<file path="src/hdl/ldsc_defines.svh">
/*
  Offsets, field positions, reset values and timing counts for the load
  diagnostic and sense control block. Assumes a 50 MHz device clock.
*/
`ifndef LDSC_DEFINES_SVH
`define LDSC_DEFINES_SVH

`define LDSC_CLK_HZ 50000000
// register offsets (word index on the plain port)
`define LDSC_OFS_CONF0 4'h0
`define LDSC_OFS_CONF1 4'h1
`define LDSC_OFS_GCR 4'h2
`define LDSC_OFS_OCR 4'h3
`define LDSC_OFS_FAULT 4'h4
`define LDSC_OFS_STAT 4'h5
// channel config fields
`define LDSC_CONF_ON_OPEN_LOAD_DISABLE 8
`define LDSC_CONF_OPEN_LOAD_WHILE_OFF_DIS 7
`define LDSC_CONF_OS_DIS 6
`define LDSC_CONF_DIR_DIS 5
`define LDSC_CONF_FAST_SLEW 4
`define LDSC_CONF_SW_ON 3
`define LDSC_CONF_RST 16'h0000
// general config fields
`define LDSC_GCR_SNS0 0
`define LDSC_GCR_SNS1 1
`define LDSC_GCR_TH_EN 2
`define LDSC_GCR_RST 16'h0000
// overcurrent config fields
`define LDSC_OCR_LOW_RATIO0 0
`define LDSC_OCR_LOW_RATIO1 1
`define LDSC_OCR_RST 16'h0000
// periodic open-load interval and sense settle count
`define LDSC_OLLED_MS 150
`define LDSC_OLLED_CYC ((`LDSC_CLK_HZ / 1000) * `LDSC_OLLED_MS)
`define LDSC_SETTLE_CYC 16

`endif

</file>
<file path="src/hdl/ldsc_pkg.sv">
/*
  Types for the load diagnostic and sense control block.
  Assumes ldsc_defines.svh supplies the numbers.
*/
package ldsc_pkg;
  typedef enum logic [1:0] {
    LDSC_SNS_OFF = 2'b00,
    LDSC_SNS_CH0 = 2'b01,
    LDSC_SNS_CH1 = 2'b10,
    LDSC_SNS_TEMP = 2'b11
  } ldsc_sns_e;
  typedef logic [15:0] ldsc_word_t;
endpackage

</file>
<file path="src/hdl/ldsc_core.sv">
/*
  Fault detection, clear-on-read fault register, periodic open-load schedule
  and sense selection for two high-side channels. Assumes comparator and
  input pins are synchronous to clk_i, and register access over a plain port.
*/
`timescale 1ns/10ps
`include "ldsc_defines.svh"

module ldsc_core #(
  parameter int unsigned OLLED_CYC = `LDSC_OLLED_CYC,
  parameter int unsigned SNS_W = 8
) (
  input wire logic clk_i, // device clock
  input wire logic rst_n_i, // sync reset, active low
  input wire logic [3:0] addr_i, // register index
  input wire ldsc_pkg::ldsc_word_t wdata_i, // write data
  input wire logic wr_i, // write strobe
  input wire logic rd_i, // read strobe
  output ldsc_pkg::ldsc_word_t rdata_o, // read data, cycle after rd_i
  input wire logic [1:0] dir_in_i, // direct inputs
  input wire logic [1:0] pwm_on_i, // internal pwm on request
  input wire logic [1:0] out_hi_short_i, // output above short threshold
  input wire logic [1:0] out_hi_open_i, // output above open-load threshold
  input wire logic [1:0] load_low_i, // current below open-load-on threshold
  input wire logic [1:0] oc_window_i, // overcurrent window active
  input wire logic [SNS_W-1:0] cur0_i, // channel 0 mirrored current
  input wire logic [SNS_W-1:0] cur1_i, // channel 1 mirrored current
  input wire logic [SNS_W-1:0] temp_i, // temperature value
  output logic [1:0] ch_on_o, // channel gate command
  output logic [1:0] oc_low_thr_o, // lowered overcurrent thresholds
  output logic fault_status_pin_o, // low while a fault is present
  output logic sense_valid_pin_n_o, // low while sense is valid
  output logic [SNS_W-1:0] sense_o // sense output value
);
  import ldsc_pkg::*;

  ldsc_word_t conf_q [2];
  ldsc_word_t gcr_q;
  ldsc_word_t ocr_q;
  logic [5:0] fault_q;
  ldsc_word_t rdata_q;
  logic [1:0] on_q;
  logic [1:0] chk_pend_q;
  logic [31:0] olled_cnt_q [2];
  logic [4:0] settle_q;
  logic valid_q;
  logic [SNS_W-1:0] hold_q;
  logic hold_ok_q;

  wire fault_rd = rd_i && (addr_i == `LDSC_OFS_FAULT);
  wire th_en = gcr_q[`LDSC_GCR_TH_EN];
  wire ldsc_sns_e sns_sel = ldsc_sns_e'({gcr_q[`LDSC_GCR_SNS1], gcr_q[`LDSC_GCR_SNS0]});
  wire [1:0] low_ratio = {ocr_q[`LDSC_OCR_LOW_RATIO1], ocr_q[`LDSC_OCR_LOW_RATIO0]};
  logic [1:0] os_live;
  logic [1:0] open_load_while_off_live;
  logic [1:0] open_load_while_on_live;
  logic [1:0] ch_on;
  logic [1:0] turn_off;
  logic [1:0] open_load_while_on_evt;
  logic [1:0] open_load_while_on_clean;

  assign oc_low_thr_o = low_ratio;

  genvar g;
  generate
    for (g = 0; g < 2; g++) begin : g_ch
      wire dir_dis = conf_q[g][`LDSC_CONF_DIR_DIS];
      wire int_pwm = dir_dis || conf_q[g][`LDSC_CONF_SW_ON];
      assign ch_on[g] = int_pwm ? pwm_on_i[g] : dir_in_i[g];
      assign turn_off[g] = on_q[g] && !ch_on[g];
      assign os_live[g] = !ch_on[g] && out_hi_short_i[g] && !conf_q[g][`LDSC_CONF_OS_DIS];
      // off open load every off period
      assign open_load_while_off_live[g] = !ch_on[g] && out_hi_open_i[g] && !conf_q[g][`LDSC_CONF_OPEN_LOAD_WHILE_OFF_DIS];
      // low ratio check needs fast slew; periodic with internal pwm, at every turn-off with direct input
      wire lr_ok = conf_q[g][`LDSC_CONF_FAST_SLEW] && !conf_q[g][`LDSC_CONF_ON_OPEN_LOAD_DISABLE];
      // internal pwm: first turn-off after interval, or first cycle still on after it, at any duty
      wire per_evt = chk_pend_q[g] && (turn_off[g] || (on_q[g] && ch_on[g]));
      // duty limit of 85% is met by the input source
      wire lr_evt = lr_ok && (int_pwm ? per_evt : turn_off[g]);
      assign open_load_while_on_evt[g] = lr_evt;
      assign open_load_while_on_clean[g] = lr_evt && !load_low_i[g];
      assign open_load_while_on_live[g] = low_ratio[g] ? (lr_evt && load_low_i[g])
                          : (ch_on[g] && load_low_i[g] && !conf_q[g][`LDSC_CONF_ON_OPEN_LOAD_DISABLE]);
    end
  endgenerate

  // channel command never gated by diagnostics
  assign ch_on_o = on_q;

  wire fs_d = !(|os_live || |open_load_while_off_live || |(load_low_i & on_q & ~low_ratio &
                ~{conf_q[1][`LDSC_CONF_ON_OPEN_LOAD_DISABLE], conf_q[0][`LDSC_CONF_ON_OPEN_LOAD_DISABLE]}) || |open_load_while_on_live);

  // fault bits: [1:0] short, [3:2] off open load, [5:4] on open load
  logic [5:0] fault_clr;
  logic [1:0] lr_clean_q;
  always_comb begin
    fault_clr = 6'h00;
    if (fault_rd) begin
      fault_clr[3:0] = 4'hF;
      for (int i = 0; i < 2; i++) begin
        if (low_ratio[i])
          fault_clr[4+i] = lr_clean_q[i];
        else
          fault_clr[4+i] = !on_q[i] || !load_low_i[i];
      end
    end
  end

  wire [5:0] fault_set = {open_load_while_on_live, open_load_while_off_live, os_live};
  wire [5:0] fault_d = (fault_q & ~fault_clr) | fault_set;

  always_ff @(posedge clk_i) begin
    if (!rst_n_i) begin
      lr_clean_q <= 2'b00;
    end else begin
      for (int i = 0; i < 2; i++) begin
        if (open_load_while_on_evt[i])
          lr_clean_q[i] <= open_load_while_on_clean[i];
        else if (fault_rd)
          lr_clean_q[i] <= 1'b0;
      end
    end
  end

  always_ff @(posedge clk_i) begin
    if (!rst_n_i) begin
      chk_pend_q <= 2'b00;
      olled_cnt_q[0] <= 32'h0;
      olled_cnt_q[1] <= 32'h0;
    end else begin
      for (int i = 0; i < 2; i++) begin
        if (open_load_while_on_evt[i]) begin
          chk_pend_q[i] <= 1'b0;
          olled_cnt_q[i] <= 32'h0;
        end else if (olled_cnt_q[i] >= OLLED_CYC - 1) begin
          chk_pend_q[i] <= 1'b1;
        end else begin
          olled_cnt_q[i] <= olled_cnt_q[i] + 32'h1;
        end
      end
    end
  end

  // register port
  wire wr_conf0 = wr_i && (addr_i == `LDSC_OFS_CONF0);
  wire wr_conf1 = wr_i && (addr_i == `LDSC_OFS_CONF1);
  wire wr_gcr = wr_i && (addr_i == `LDSC_OFS_GCR);
  wire wr_ocr = wr_i && (addr_i == `LDSC_OFS_OCR);
  ldsc_word_t rd_mux;
  always_comb begin
    unique case (addr_i)
      `LDSC_OFS_CONF0: rd_mux = conf_q[0];
      `LDSC_OFS_CONF1: rd_mux = conf_q[1];
      `LDSC_OFS_GCR: rd_mux = gcr_q;
      `LDSC_OFS_OCR: rd_mux = ocr_q;
      `LDSC_OFS_FAULT: rd_mux = {10'h000, fault_q};
      `LDSC_OFS_STAT: rd_mux = {12'h000, valid_q, fault_status_pin_o, on_q};
      default: rd_mux = 16'h0000;
    endcase
  end

  always_ff @(posedge clk_i) begin
    if (!rst_n_i) begin
      conf_q[0] <= `LDSC_CONF_RST;
      conf_q[1] <= `LDSC_CONF_RST;
      gcr_q <= `LDSC_GCR_RST;
      ocr_q <= `LDSC_OCR_RST;
      fault_q <= 6'h00;
      rdata_q <= 16'h0000;
      on_q <= 2'b00;
      fault_status_pin_o <= 1'b1;
    end else begin
      if (wr_conf0)
        conf_q[0] <= wdata_i;
      if (wr_conf1)
        conf_q[1] <= wdata_i;
      if (wr_gcr)
        gcr_q <= wdata_i;
      if (wr_ocr)
        ocr_q <= wdata_i;
      fault_q <= fault_d;
      rdata_q <= rd_i ? rd_mux : 16'h0000;
      on_q <= ch_on;
      fault_status_pin_o <= fs_d;
    end
  end
  assign rdata_o = rdata_q;

  // sense path on selected channel
  wire sel_ch = (sns_sel == LDSC_SNS_CH1);
  wire is_cur = (sns_sel == LDSC_SNS_CH0) || (sns_sel == LDSC_SNS_CH1);
  wire sel_on = on_q[sel_ch];
  wire sel_off_evt = turn_off[sel_ch];
  wire oc_act = |oc_window_i;
  wire [SNS_W-1:0] cur_sel = sel_ch ? cur1_i : cur0_i;

  always_ff @(posedge clk_i) begin
    if (!rst_n_i) begin
      settle_q <= 5'h00;
      valid_q <= 1'b0;
      hold_q <= '0;
      hold_ok_q <= 1'b0;
    end else begin
      if (!is_cur || oc_act || !sel_on) begin
        settle_q <= 5'h00;
        valid_q <= 1'b0;
      end else if (settle_q < 5'(`LDSC_SETTLE_CYC)) begin
        settle_q <= settle_q + 5'h01;
      end else begin
        valid_q <= 1'b1;
      end
      if (is_cur && sel_off_evt && valid_q) begin
        hold_q <= cur_sel;
        hold_ok_q <= 1'b1;
      end else if (!is_cur || oc_act) begin
        hold_ok_q <= 1'b0;
      end
    end
  end

  // valid pin low only in settled on time
  assign sense_valid_pin_n_o = !(valid_q && sel_on && !oc_act && is_cur);

  logic [SNS_W-1:0] sns_out;
  always_comb begin
    sns_out = '0;
    if (sns_sel == LDSC_SNS_TEMP)
      sns_out = temp_i;
    else if (is_cur && !oc_act) begin
      if (sel_on)
        sns_out = cur_sel;
      else if (th_en && hold_ok_q)
        sns_out = hold_q;
    end
  end

  logic [SNS_W-1:0] sense_q;
  always_ff @(posedge clk_i) begin
    if (!rst_n_i)
      sense_q <= '0;
    else
      sense_q <= sns_out;
  end
  assign sense_o = sense_q;
endmodule

</file>
<file path="config.mk">
export PLATFORM = sky130hd
export DESIGN_NAME = ldsc_core
export DESIGN_NICKNAME = d
export VERILOG_FILES = /design/src/hdl/ldsc_pkg.sv /design/src/hdl/ldsc_core.sv
export VERILOG_INCLUDE_DIRS = /design/src /design/src/hdl
export SDC_FILE = /design/constraint.sdc
export NUM_CORES = 1
export LEC_CHECK = 0
export ABC_AREA = 1
export BUFFER_PORTS_ARGS = -buffer_cell sky130_fd_sc_hd__clkbuf_2
export CORE_MARGIN = 1.5
export CORE_UTILIZATION = 45
export DETAILED_ROUTE_END_ITERATION = 16
export HOLD_SLACK_MARGIN = 0.12
export PLACE_DENSITY = 0.64
export SLEW_MARGIN = 20
export SYNTH_ARGS = -nofsm -noshare
export SYNTH_HDL_FRONTEND = slang
export SYNTH_SLANG_ARGS = --single-unit
export TNS_END_PERCENT = 100
</file>
<file path="constraint.sdc">
create_clock -name clk_i -period 2.6 [get_ports clk_i]
set_input_delay 0.13 -clock clk_i [delete_from_list [all_inputs] [get_ports clk_i]]
set_output_delay 0.13 -clock clk_i [all_outputs]
set_load 0.05 [all_outputs]
</file>
# [Yosys cells after proc, flatten, opt, wreduce, memory -nomap -nowiden]
# Memories as Yosys holds them, arrays and structs flattened.
# Cells that the tools add are included.
[totals] ff_bits=84 mem_bits_rw=96 inputBits=60 output_inout_bits=30 mem_count=2
[op_classes] addsub=3 magnitude_cmp=4 n_eq_ne=8 mux=51 n_bitwise=15 n_reduce_logical=80
[memory_table] memory="olled_cnt_q" depth=2 width=32 read_ports=2 rd_clocked_by_memory_dff=0 wr=2 line_no="ldsc_core.sv:44" rtl="logic [31:0] olled_cnt_q [2];"
[memory_table] memory="conf_q" depth=2 width=16 read_ports=2 rd_clocked_by_memory_dff=0 wr=2 line_no="ldsc_core.sv:37" rtl="ldsc_word_t conf_q [2];"
[ops] operator="2-to-1 mux 32 bit" count=4
[ops] operator="case mux 16 bit (6 select lines)" count=1
[ops] operator="adder 32 x 1 -> 32 bit (second input constant)" count=2
[ops] operator="greater-or-equal comparator 32 x 23 -> 1 bit (second input constant)" count=2
[ops] operator="2-to-1 mux 8 bit" count=5
[ops] operator="logical AND 1 bit" count=38
[ops] operator="2-to-1 mux 1 bit" count=38
[ops] operator="2-to-1 mux 16 bit" count=2
[ops] operator="zero test 1 bit" count=17
[ops] operator="OR reduction 2 bit" count=8
[ops] operator="logical OR 1 bit" count=12
[ops] operator="== test 4 x 2 -> 1 bit (second input constant)" count=2
[ops] operator="== test 4 x 3 -> 1 bit (second input constant)" count=2
[ops] operator="bitwise AND 2 bit" count=3
[ops] operator="bitwise AND 6 bit" count=1
[ops] operator="2-to-1 mux 6 bit" count=1
[ops] operator="NOT 6 bit" count=1
[ops] operator="OR 1 bit" count=6
[ops] operator="OR 6 bit" count=1
[ops] operator="nonzero test 2 bit" count=3
[ops] operator="adder 5 x 1 -> 5 bit (second input constant)" count=1
[ops] operator="less-than comparator 5 bit (second input constant)" count=1
[ops] operator="== test 2 bit (second input constant)" count=2
[ops] operator="== test 4 x 1 -> 1 bit (second input constant)" count=1
[ops] operator="6 further kinds" count=7

# [Logic depth before layout (Yosys ltp)]
# Gate-level depths: netlist of run 1.
[depth] word_depth=13 ltp_mapped=11

# [Worst setup path after synthesis of run 1]
# Ideal clock, no wire load.
[synth_path] kind="register to register" from="memory olled_cnt_q[0][0]" to="memory olled_cnt_q[0][0] (enable)" setup_time_ps=390 arrival_time_ps=1866 required_time_ps=2210 slack_ps=344 path_stages_with_launch=11 path_buffers=0 path_cell_list="edfxtp_1 -> ha_1 -> nand3_4 -> inv_2 -> nand2_1 -> nand2_1 -> nand2_1 -> nand2_1 -> nand2_1 -> nand2_1 -> nand2_1"
[synth_rtl] element="start, declared" line_no="ldsc_core.sv:44"

# [Worst setup path in the final report of run 1]
[layout_path] from="register gcr_q[0]" to="output sense_valid_pin_n_o"
[layout_via] elab_chain_cells=7 word_cells_on_any_way=9
[layout_lines] element="start, declared" line_no="ldsc_core.sv:38" rtl="ldsc_word_t gcr_q;"
[layout_lines] element="start signal, assigned" line_no="ldsc_core.sv:166" rtl="gcr_q <= `LDSC_GCR_RST;"
[layout_lines] element="start signal, assigned" line_no="ldsc_core.sv:178" rtl="gcr_q <= wdata_i;"
[layout_lines] element="== test 2 bit" line_no="ldsc_core.sv:190, ldsc_core.sv:191"
[layout_lines] element="2-to-1 mux 1 bit (not written as such) (2 in series)" line_no="ldsc_core.sv:192" rtl="wire sel_on = on_q[sel_ch];"
[layout_lines] element="logical AND 1 bit (2 in series)" line_no="ldsc_core.sv:222" rtl="assign sense_valid_pin_n_o = !(valid_q && sel_on && !oc_act && is_cur);"
[layout_lines] element="logical AND 1 bit (*)" line_no="ldsc_core.sv:222"
[layout_lines] element="zero test 1 bit (*)" line_no="ldsc_core.sv:222"
[layout_lines] element="end, declared" line_no="ldsc_core.sv:32" rtl="output logic sense_valid_pin_n_o,"
# Mark *: on every way between the ends. The rest lies on a longest branch, timed or not. The select of a mux whose other input is x is not followed.

==> qor.yml, run 1 <==
cts.sinks: 180
ys.warnings.count: 0
finalClockSkew_ns: 0.0134
power_mw: 6.23
synth-edff-count: 96
core.rowCount: 50
max_stage_delay_ns: 0.49
core_area_um2: 18600
crit_required_ns: 2.47
fill_cells: 1739
portBuffers: 89
area_delta_synth_final_pct: 20.2
outcome: "complete, no violations"
grt_pass1_wl_um: 32000
cp.buffers_inverters: 2
grt-ovfl-total: 0
cts_buffers: 17
die_x_um: 141
finalCriticalPeriod_ns: 2.26
viasPerCell: 4.91
grt_max_degree: 25
dp.final_hpwl_um: 13800
firstDrtPassIters: 5
worstSetupStartpointType: "flop"
async_flop_share_pct: 0
die_h_um: 141
grt_antenna_before_repair: 0
dieArea_um2: 19800
clk_latency_ns: 0.43
grt_pass1_vias: 6477
ios: 90
first_iter_violations: 543
num_vias: 6888
power_density_nw_per_um2: 606
leakage_nw: 4.20
arrival_ns: 2.13
finalWirelength_um: 19800
finalNetCount: 1220
ys_ff_latch: 180
cts_htree_levels: 4
yosysUniqueCellTypes: 40
fin_crit_sh_pct: 87.0
drv_cap: 0
worstMarginPinSlew_ns: 0.689
max_freq_mhz: 442
hp-class: "input pin to flop"
drc_errors: 0
cts_root_buf: "clkbuf_16"
ys_seq_area_share_pct: 53.4
synth.largest_area_cell: "edfxtp_1"
cp_max_fo: 18
ir_worst_vdd_mv: 0.457
cts_buffer_depth: 2
reg2reg_slack_ns: 0.54
final-max-slew-violation-count: 0
clkTransAtPathRegs_ns: 0.07
cp_top_family: "compound AO/OA/AOI/OAI gates"
place_congestion: 0.880
cts_tree: "yes"
post_cts_buffers: 0
wl_per_cell_um: 14.1
cp_slowest_cell: "o21ai_4"
synth-main-ff-cell: "edfxtp_1"
rsz0062_at_grt: "false"
syn-cell-area_um2: 8550
setup_violations: 0
synthCells: 1005
worstPathCellList: "inv_1 > ha_1 > o21ai_4 > nand3_1 > clkbuf_2"
grt_usage_pct: 20.7
avgSynthCellArea_um2: 8.51
hold_ws_ns: 0.143
synth_top_area_share_pct: 33.7
crit_path_end_kind: "output pin"
start_util_pct: 45.9
final_antenna_net_count: 0
path_class: "flop to output pin"
antenna_cells: 0
yosys-top-cells-area: "edfxtp_1 (34%), dfxtp_1 (20%), nand2_1 (7.2%)"
setup_tns_ns: 0
max_slew_margin_pct: 53.9
finalHoldViolations: 0
drive_above_1_share_pct: 16.2
## worst reg2reg max path, stage by stage, from the launching register on
cell      delay [ns]
edfxtp_1        0.41
ha_1            0.25
nand3_2         0.13
inv_1           0.05
nand2_1         0.06
nand2_1         0.05
nand2_1         0.05
nand2_1         0.04
nand2_1         0.08
nand2_1         0.05
nand2_1         0.34
buf_4           0.26
## power breakdown
part	switching [mW]	internal (mW)	leakage (nW)
Sequential	0.0677	3.10	1.64
Combinational	0.305	0.183	2.27
Clock	1.19	1.38	0.292
Total	1.57	4.66	4.20
## area by class of cell
type / instances / area [um2] / share of cell area, %
sequential: 180 / 4560 / 44.4
multi-input combinational: 676 / 3360 / 32.7
timing repair buffer: 145 / 968 / 9.42
inverter: 135 / 508 / 4.94
clock buffer: 21 / 483 / 4.70
tap: 234 / 293 / 2.85
clock inverter: 11 / 105 / 1.02
## layer usage
metal / track usage [%] / wire length (um) / vias up
met5: 0 / 0 / -
met4: 4.39 / 131 / 0
met3: 4.59 / 739 / 11
met2: 35.0 / 9740 / 154
met1: 27.2 / 9200 / 3134
li1: - / - / 3589
## path summary, 6_finish.rpt
check | from | end | cells after the start
setup / recovery | gcr_q[0] | sense_valid_pin_n_o | 5
hold / removal | wr_i | ocr_q[8] | 3
setup reg to reg | olled_cnt_q[1][0] | olled_cnt_q[1][29] | 11
hold reg to reg | ocr_q[13] | ocr_q[13] | 2
## placed cells by master, fill, tap and decap left out, drive strengths merged
cell         netlist  final
and3               1      1
dlygate4sd3        0     36
nand3             80     80
dfxtp             84     84
nor4               1      1
or2                8      8
nor2             169    169
inv              134    142
xor2              19     19
clkbuf            10    110
nor3              11     11
buf               21     20
o22ai             20     20
o21ai             55     55
a21oi             74     74
o21bai             2      2
nand3b             5      5
clkinv             1      4
edfxtp            96     96
ha                 5      5
a211oi             1      1
conb               1     18
a31oi              7      7
nand4             16     16
xnor2             12     12
nand2            172    172
## per-stage QoR
| stage | cell area [um2] | worst slack, ns | cells | utilization [%] |
|---|---|---|---|---|
| final | 10300 | 0.338 | 1402 | 55.2 |
| after global routing | 10300 | 0.185 | 1402 | 55.2 |
| after CTS | 10300 | 0.125 | 1402 | 55.1 |
| after detailed placement | 9330 | 0.516 | 1334 | 50.0 |
| after global placement | 9330 | 0.535 | 1334 | 50.0 |
| after floorplan | 8620 | 0.344 | 1022 | - |
## state kept, by name, summed over array words and instances (netlist names), 6 cells and up
name and cells:
olled_cnt_q 64, conf_q 32, gcr_q 16, ocr_q 16, rdata_o 16, hold_q 8
sense_o 8, fault_q 6
## what timing repair did
action                                  4_1_cts  5_1_grt
hold buffers                                 36        0
hold endpoints to repair                     85        0
endpoints found under the setup margin        0        1
gates resized for setup                       0        1
## cell families (layout without fill, tap and decap cells)
kind of cell,Yosys count,after routing,share of synthesized area [%]
AND/OR/NAND/NOR,463,463,24.5
buffers and inverters,166,312,8.16
XOR/XNOR,31,31,3.17
AO/OA/AOI/OAI,159,159,10.0
other,1,18,0.0438
adder cells (fa/ha/maj),5,5,0.731
flip-flops,180,180,53.4
## cells in the mapped netlist, drive strengths merged (12+ instances only)
cell	count
a21oi	74
buf	21
dfxtp	84
edfxtp	96
inv	134
nand2	172
nand3	80
nand4	16
nor2	169
o21ai	55
o22ai	20
xnor2	12
xor2	19
Power figures use the tool's default switching activity.
==> inputs of run 2 (changes only) <==
==> constraint.sdc (replaced) <==
create_clock -name clk_i -period 2.6 [get_ports clk_i]
set_input_delay 0.39 -clock clk_i [delete_from_list [all_inputs] [get_ports clk_i]]
set_output_delay 0.39 -clock clk_i [all_outputs]
set_load 0.1 [all_outputs]
==> qor.yml, run 2 (synthesis gave the netlist of run 1 again) <==
first_iter_violations: 524
grt_pass1_vias: 6245
cp.buffers_inverters: 2
fin_util_pct: 53.2
crit_path_end_kind: "output pin"
reg2reg_slack_ns: 0.56
power_mw: 6.21
cts_root_buf: "clkbuf_16"
grt_pass1_wl_um: 31300
die_x_um: 141
power_density_nw_per_um2: 627
finalWirelength_um: 19300
fin_crit_sh_pct: 95.0
pwr-share-seq_pct: 51.0
p_clk_share_pct: 41.3
arrival_ns: 2.08
ff2ff_path_depth: 8
core.rowCount: 50
ir_worst_vdd_mv: 0.501
drv_cap: 0
max_slew_margin_pct: 48.5
viasPerCell: 4.97
finalCriticalPeriod_ns: 2.47
finalClockSkew_ns: 0.0111
cts_tree: "yes"
grt_usage_pct: 20.0
final_antenna_net_count: 0
clkTransAtPathRegs_ns: 0.07
cp_max_fo: 13
layout.cells.most_common: "nand2_1"
cp_slowest_cell: "ha_1"
finalHoldViolations: 0
reg2reg_to: "hold_q[6]"
hp-class: "input pin to flop"
start_util_pct: 45.9
max_stage_delay_ns: 0.47
wl_per_cell_um: 14.1
worstSetupStartpointType: "flop"
cts_buffer_depth: 2
leakage_nw: 4.05
min_from: "temp_i[5]"
crit_required_ns: 2.21
cts.sinks: 180
drc_errors: 0
rsz0062_at_grt: "false"
die_h_um: 141
area_delta_synth_final_pct: 15.9
firstDrtPassIters: 6
cp_top_family: "buffers and inverters"
ios: 90
grt_antenna_before_repair: 0
whs_endpoint: "sense_o[5]"
clk_latency_ns: 0.44
portBuffers: 89
largest_register: "olled_cnt_q"
hold_depth: 3
mostFrequentLayoutCells: "nand2_1 (163), nor2_1 (159), inv_1 (129)"
dieArea_um2: 19800
worstPathCellList: "inv_1 > ha_1 > o21ai_2 > nand3_1 > clkbuf_2"
place_congestion: 0.846
r2r_start: "gcr_q[0]"
cts_hold_buf: 0
cts_buffers: 17
post_cts_buffers: 0
drive_above_1_share_pct: 16.8
finalNetCount: 1182
grt_max_degree: 33
setup_violations: 0
final-max-slew-violation-count: 0
outcome: "complete, no violations"
swShare_pct: 26.8
worstMarginPinSlew_ns: 0.766
max_freq_mhz: 405
dp.final_hpwl_um: 13900
antenna_cells: 0
cts_htree_levels: 4
largestRegisters: "olled_cnt_q (64), conf_q (32)"
core_area_um2: 18600
setup_tns_ns: 0
num_vias: 6777
grt-ovfl-total: 0
path_class: "flop to output pin"
p_int_mw: 4.55
p_comb_share_pct: 7.7
largest_reg_flops: 64
cts-resized-gates: 0
p_sw_mw: 1.66
run 2: worst max-delay path by stage:
stage | startpoint | slack (ns) | cells past startpoint | end
after floorplan | ch_on_o[1] | 0.04 | 4 | sense_valid_pin_n_o
after global placement | gcr_q[0] | 0.60 | 5 | sense_valid_pin_n_o
after detailed placement | olled_cnt_q[0][0] | 0.57 | 10 | olled_cnt_q[0][2]
after CTS | gcr_q[0] | 0.12 | 5 | sense_valid_pin_n_o
after global routing | gcr_q[0] | 0.02 | 5 | sense_valid_pin_n_o
final | gcr_q[0] | 0.13 | 5 | sense_valid_pin_n_o
run 2: metal layers:
layer	vias to the layer above	track usage, %	wire, um
li1	3509	-	-
met1	3117	28.4	9520
met2	132	31.4	8810
met3	19	3.33	674
met4	0	6.36	257
met5	-	0	0
run 2: worst min-delay path: cells and delay by family:
family | cells | cell delay [ns]
buffers and inverters | 1 | 0.08
and+or+nand+nor | 1 | 0.05
AOI/OAI and AO/OA | 1 | 0.06
run 2: area by class of cell:
| type | instances | area [um2] |
|---|---|---|
| inverter | 135 | 508 |
| fill | 1807 | 8730 |
| timing repair buffer | 107 | 593 |
| sequential | 180 | 4570 |
| clock buffer | 17 | 425 |
| clock inverter | 15 | 174 |
| multi-input combinational | 676 | 3360 |
| tap | 234 | 293 |
run 2: stage by stage:
stage	std cells	cell area, um2	worst slack, ns	hold WS, ns
finish	1364	9910	0.129	0.184
global route	1364	9910	0.0190	0.186
CTS	1364	9910	0.121	0.171
detailed placement	1332	9320	0.572	0.443
global placement	1332	9320	0.595	0.440
floorplan	1022	8620	0.0363	0.427
run 2: power groups by stage:
| stage | combinational, mW | clock [mW] | sequential [mW] |
|---|---|---|---|
| after global routing | 0.529 | 2.72 | 3.18 |
| final | 0.476 | 2.57 | 3.17 |
| after CTS | 0.474 | 2.61 | 3.17 |
| after floorplan | 0.261 | 0 | 3.27 |
| after detailed placement | 0.471 | 0 | 3.23 |
| after global placement | 0.469 | 0 | 3.23 |
==> inputs of run 3 (changes only) <==
--- a/config.mk
+++ b/config.mk
@@ -8,8 +8,10 @@
 export LEC_CHECK = 0
 export ABC_AREA = 1
 export BUFFER_PORTS_ARGS = -buffer_cell sky130_fd_sc_hd__clkbuf_2
+export CORE_ASPECT_RATIO = 1.75
 export CORE_MARGIN = 1.5
 export CORE_UTILIZATION = 45
+export CTS_CLUSTER_DIAMETER = 30
 export DETAILED_ROUTE_END_ITERATION = 16
 export HOLD_SLACK_MARGIN = 0.12
 export PLACE_DENSITY = 0.64
==> qor.yml, run 3 (synthesis gave the netlist of run 1 again) <==
outcome: "complete, no violations"
clk_latency_ns: 0.43
firstDrtPassIters: 5
largest_register: "olled_cnt_q"
dieArea_um2: 19900
core.rowCount: 66
place_congestion: 0.866
grt_antenna_before_repair: 0
path_class: "flop to output pin"
max_slew_margin_pct: 52.5
finalCriticalPeriod_ns: 2.27
largestRegisters: "olled_cnt_q (64), conf_q (32)"
finalWirelength_um: 21100
die_x_um: 107
max_freq_mhz: 440
fin_crit_sh_pct: 87.5
post_cts_buffers: 0
die_h_um: 185
grt_pass1_wl_um: 33400
worstMarginPinSlew_ns: 0.707
viasPerCell: 5.06
cts_root_buf: "clkbuf_16"
p_clk_share_pct: 39.9
wl_per_cell_um: 15.5
cts_tree: "yes"
cts_buffer_depth: 2
swShare_pct: 24.1
rsz0062_at_grt: "false"
dp.final_hpwl_um: 15800
drc_errors: 0
fill_cells: 1779
cts.sinks: 180
power_mw: 6.08
leakage_nw: 4.02
place_ws_ns: 0.516
portBuffers: 89
crit_required_ns: 2.21
ios: 90
ir_worst_vdd_mv: 0.411
setup_ws_ns: 0.326
finalClockSkew_ns: 0.0140
regArea_um2: 4570
drive_above_1_share_pct: 16.3
first_iter_violations: 239
cp.buffers_inverters: 2
cts_buffers: 17
max_stage_delay_ns: 0.46
num_vias: 6906
final_antenna_net_count: 0
power_density_nw_per_um2: 617
hold_ws_ns: 0.181
finalHoldViolations: 0
cts_htree_levels: 4
p_sw_mw: 1.47
start_util_pct: 46.0
pwr-share-seq_pct: 52.2
arrival_ns: 1.88
largest_reg_flops: 64
hp-class: "input pin to flop"
cts-resized-gates: 0
drv_cap: 0
cp_max_fo: 13
final-max-slew-violation-count: 0
multi_input_area_um2: 3360
p_int_mw: 4.61
crit_path_end_kind: "output pin"
worstPathCellList: "inv_1 > ha_1 > nand2_2 > o21ai_2 > nand3_1 > buf_12"
setup_tns_ns: 0
finalNetCount: 1179
layout.cells.most_common: "nand2_1"
worstSetupStartpointType: "flop"
antenna_cells: 0
core_area_um2: 18600
p_comb_share_pct: 7.9
mostFrequentLayoutCells: "nand2_1 (163), nor2_1 (159), inv_1 (129)"
setup_violations: 0
area_delta_synth_final_pct: 15.2
grt_usage_pct: 22.0
grt_pass1_vias: 6731
grt-ovfl-total: 0
cp_top_family: "adder cells"
grt_max_degree: 33
clkTransAtPathRegs_ns: 0.06
cts_hold_buf: 0
cp_slowest_cell: "ha_1"
run 3: changes by cell type in the layout (fill, tap and decap cells not counted), moves of 3 or more:
cell,previous run,this run
clkbuf_1,0,3
clkinv_2,1,4
clkbuf_8,0,3
clkinv_8,4,0
inv_8,6,0
run 3: per-layer routing:
| metal | GRT usage [%] | vias up | part of all wire (%) | routed length, um |
|---|---|---|---|---|
| met2 | 43.8 | 133 | 58 | 12200 |
| met5 | 0 | - | 0 | 0 |
| met1 | 21.8 | 3231 | 36 | 7580 |
| met4 | 9.39 | 0 | 3.0 | 626 |
| li1 | - | 3508 | - | - |
| met3 | 3.59 | 34 | 3.1 | 658 |
run 3: cell type report:
| type | count | area share, % |
|---|---|---|
| Sequential cell | 180 | 46.3 |
| Multi-Input combinational cell | 676 | 34.1 |
| Timing Repair Buffer | 104 | 5.82 |
| Clock buffer | 25 | 5.18 |
| Inverter | 135 | 5.15 |
| Tap cell | 238 | 3.02 |
| Clock inverter | 7 | 0.444 |
run 3: tightest hold or removal path, delay by kind of cell:
kind	cells	cell delay (ns)
AO/OA/AOI/OAI	1	0.05
buffers and inverters	1	0.08
AND/OR/NAND/NOR	1	0.04
run 3: path summary, 6_finish.rpt:
path                   from                   to  slack, ns  cells after the start
hold reg to reg    ocr_q[8]             ocr_q[8]       0.46                      2
setup reg to reg   gcr_q[0]            hold_q[5]       0.54                      8
setup / recovery   gcr_q[0]  sense_valid_pin_n_o       0.33                      6
hold / removal    temp_i[6]           sense_o[6]       0.18                      3
run 3: power by group through the flow:
stage | logic (mW) | registers, mW | clock network (mW)
final | 0.480 | 3.17 | 2.42
after global routing | 0.528 | 3.19 | 2.57
after CTS | 0.481 | 3.17 | 2.47
after detailed placement | 0.478 | 3.24 | 0
after global placement | 0.475 | 3.23 | 0
after floorplan | 0.261 | 3.27 | 0
run 3: per-stage QoR:
| stage | instances | cell area (um2) | util (%) |
|---|---|---|---|
| final | 1365 | 9850 | 53.0 |
| after global routing | 1365 | 9850 | 53.0 |
| after CTS | 1365 | 9850 | 53.0 |
| after detailed placement | 1333 | 9300 | 50.1 |
| after global placement | 1333 | 9300 | 50.1 |
| after floorplan | 1022 | 8620 | - |
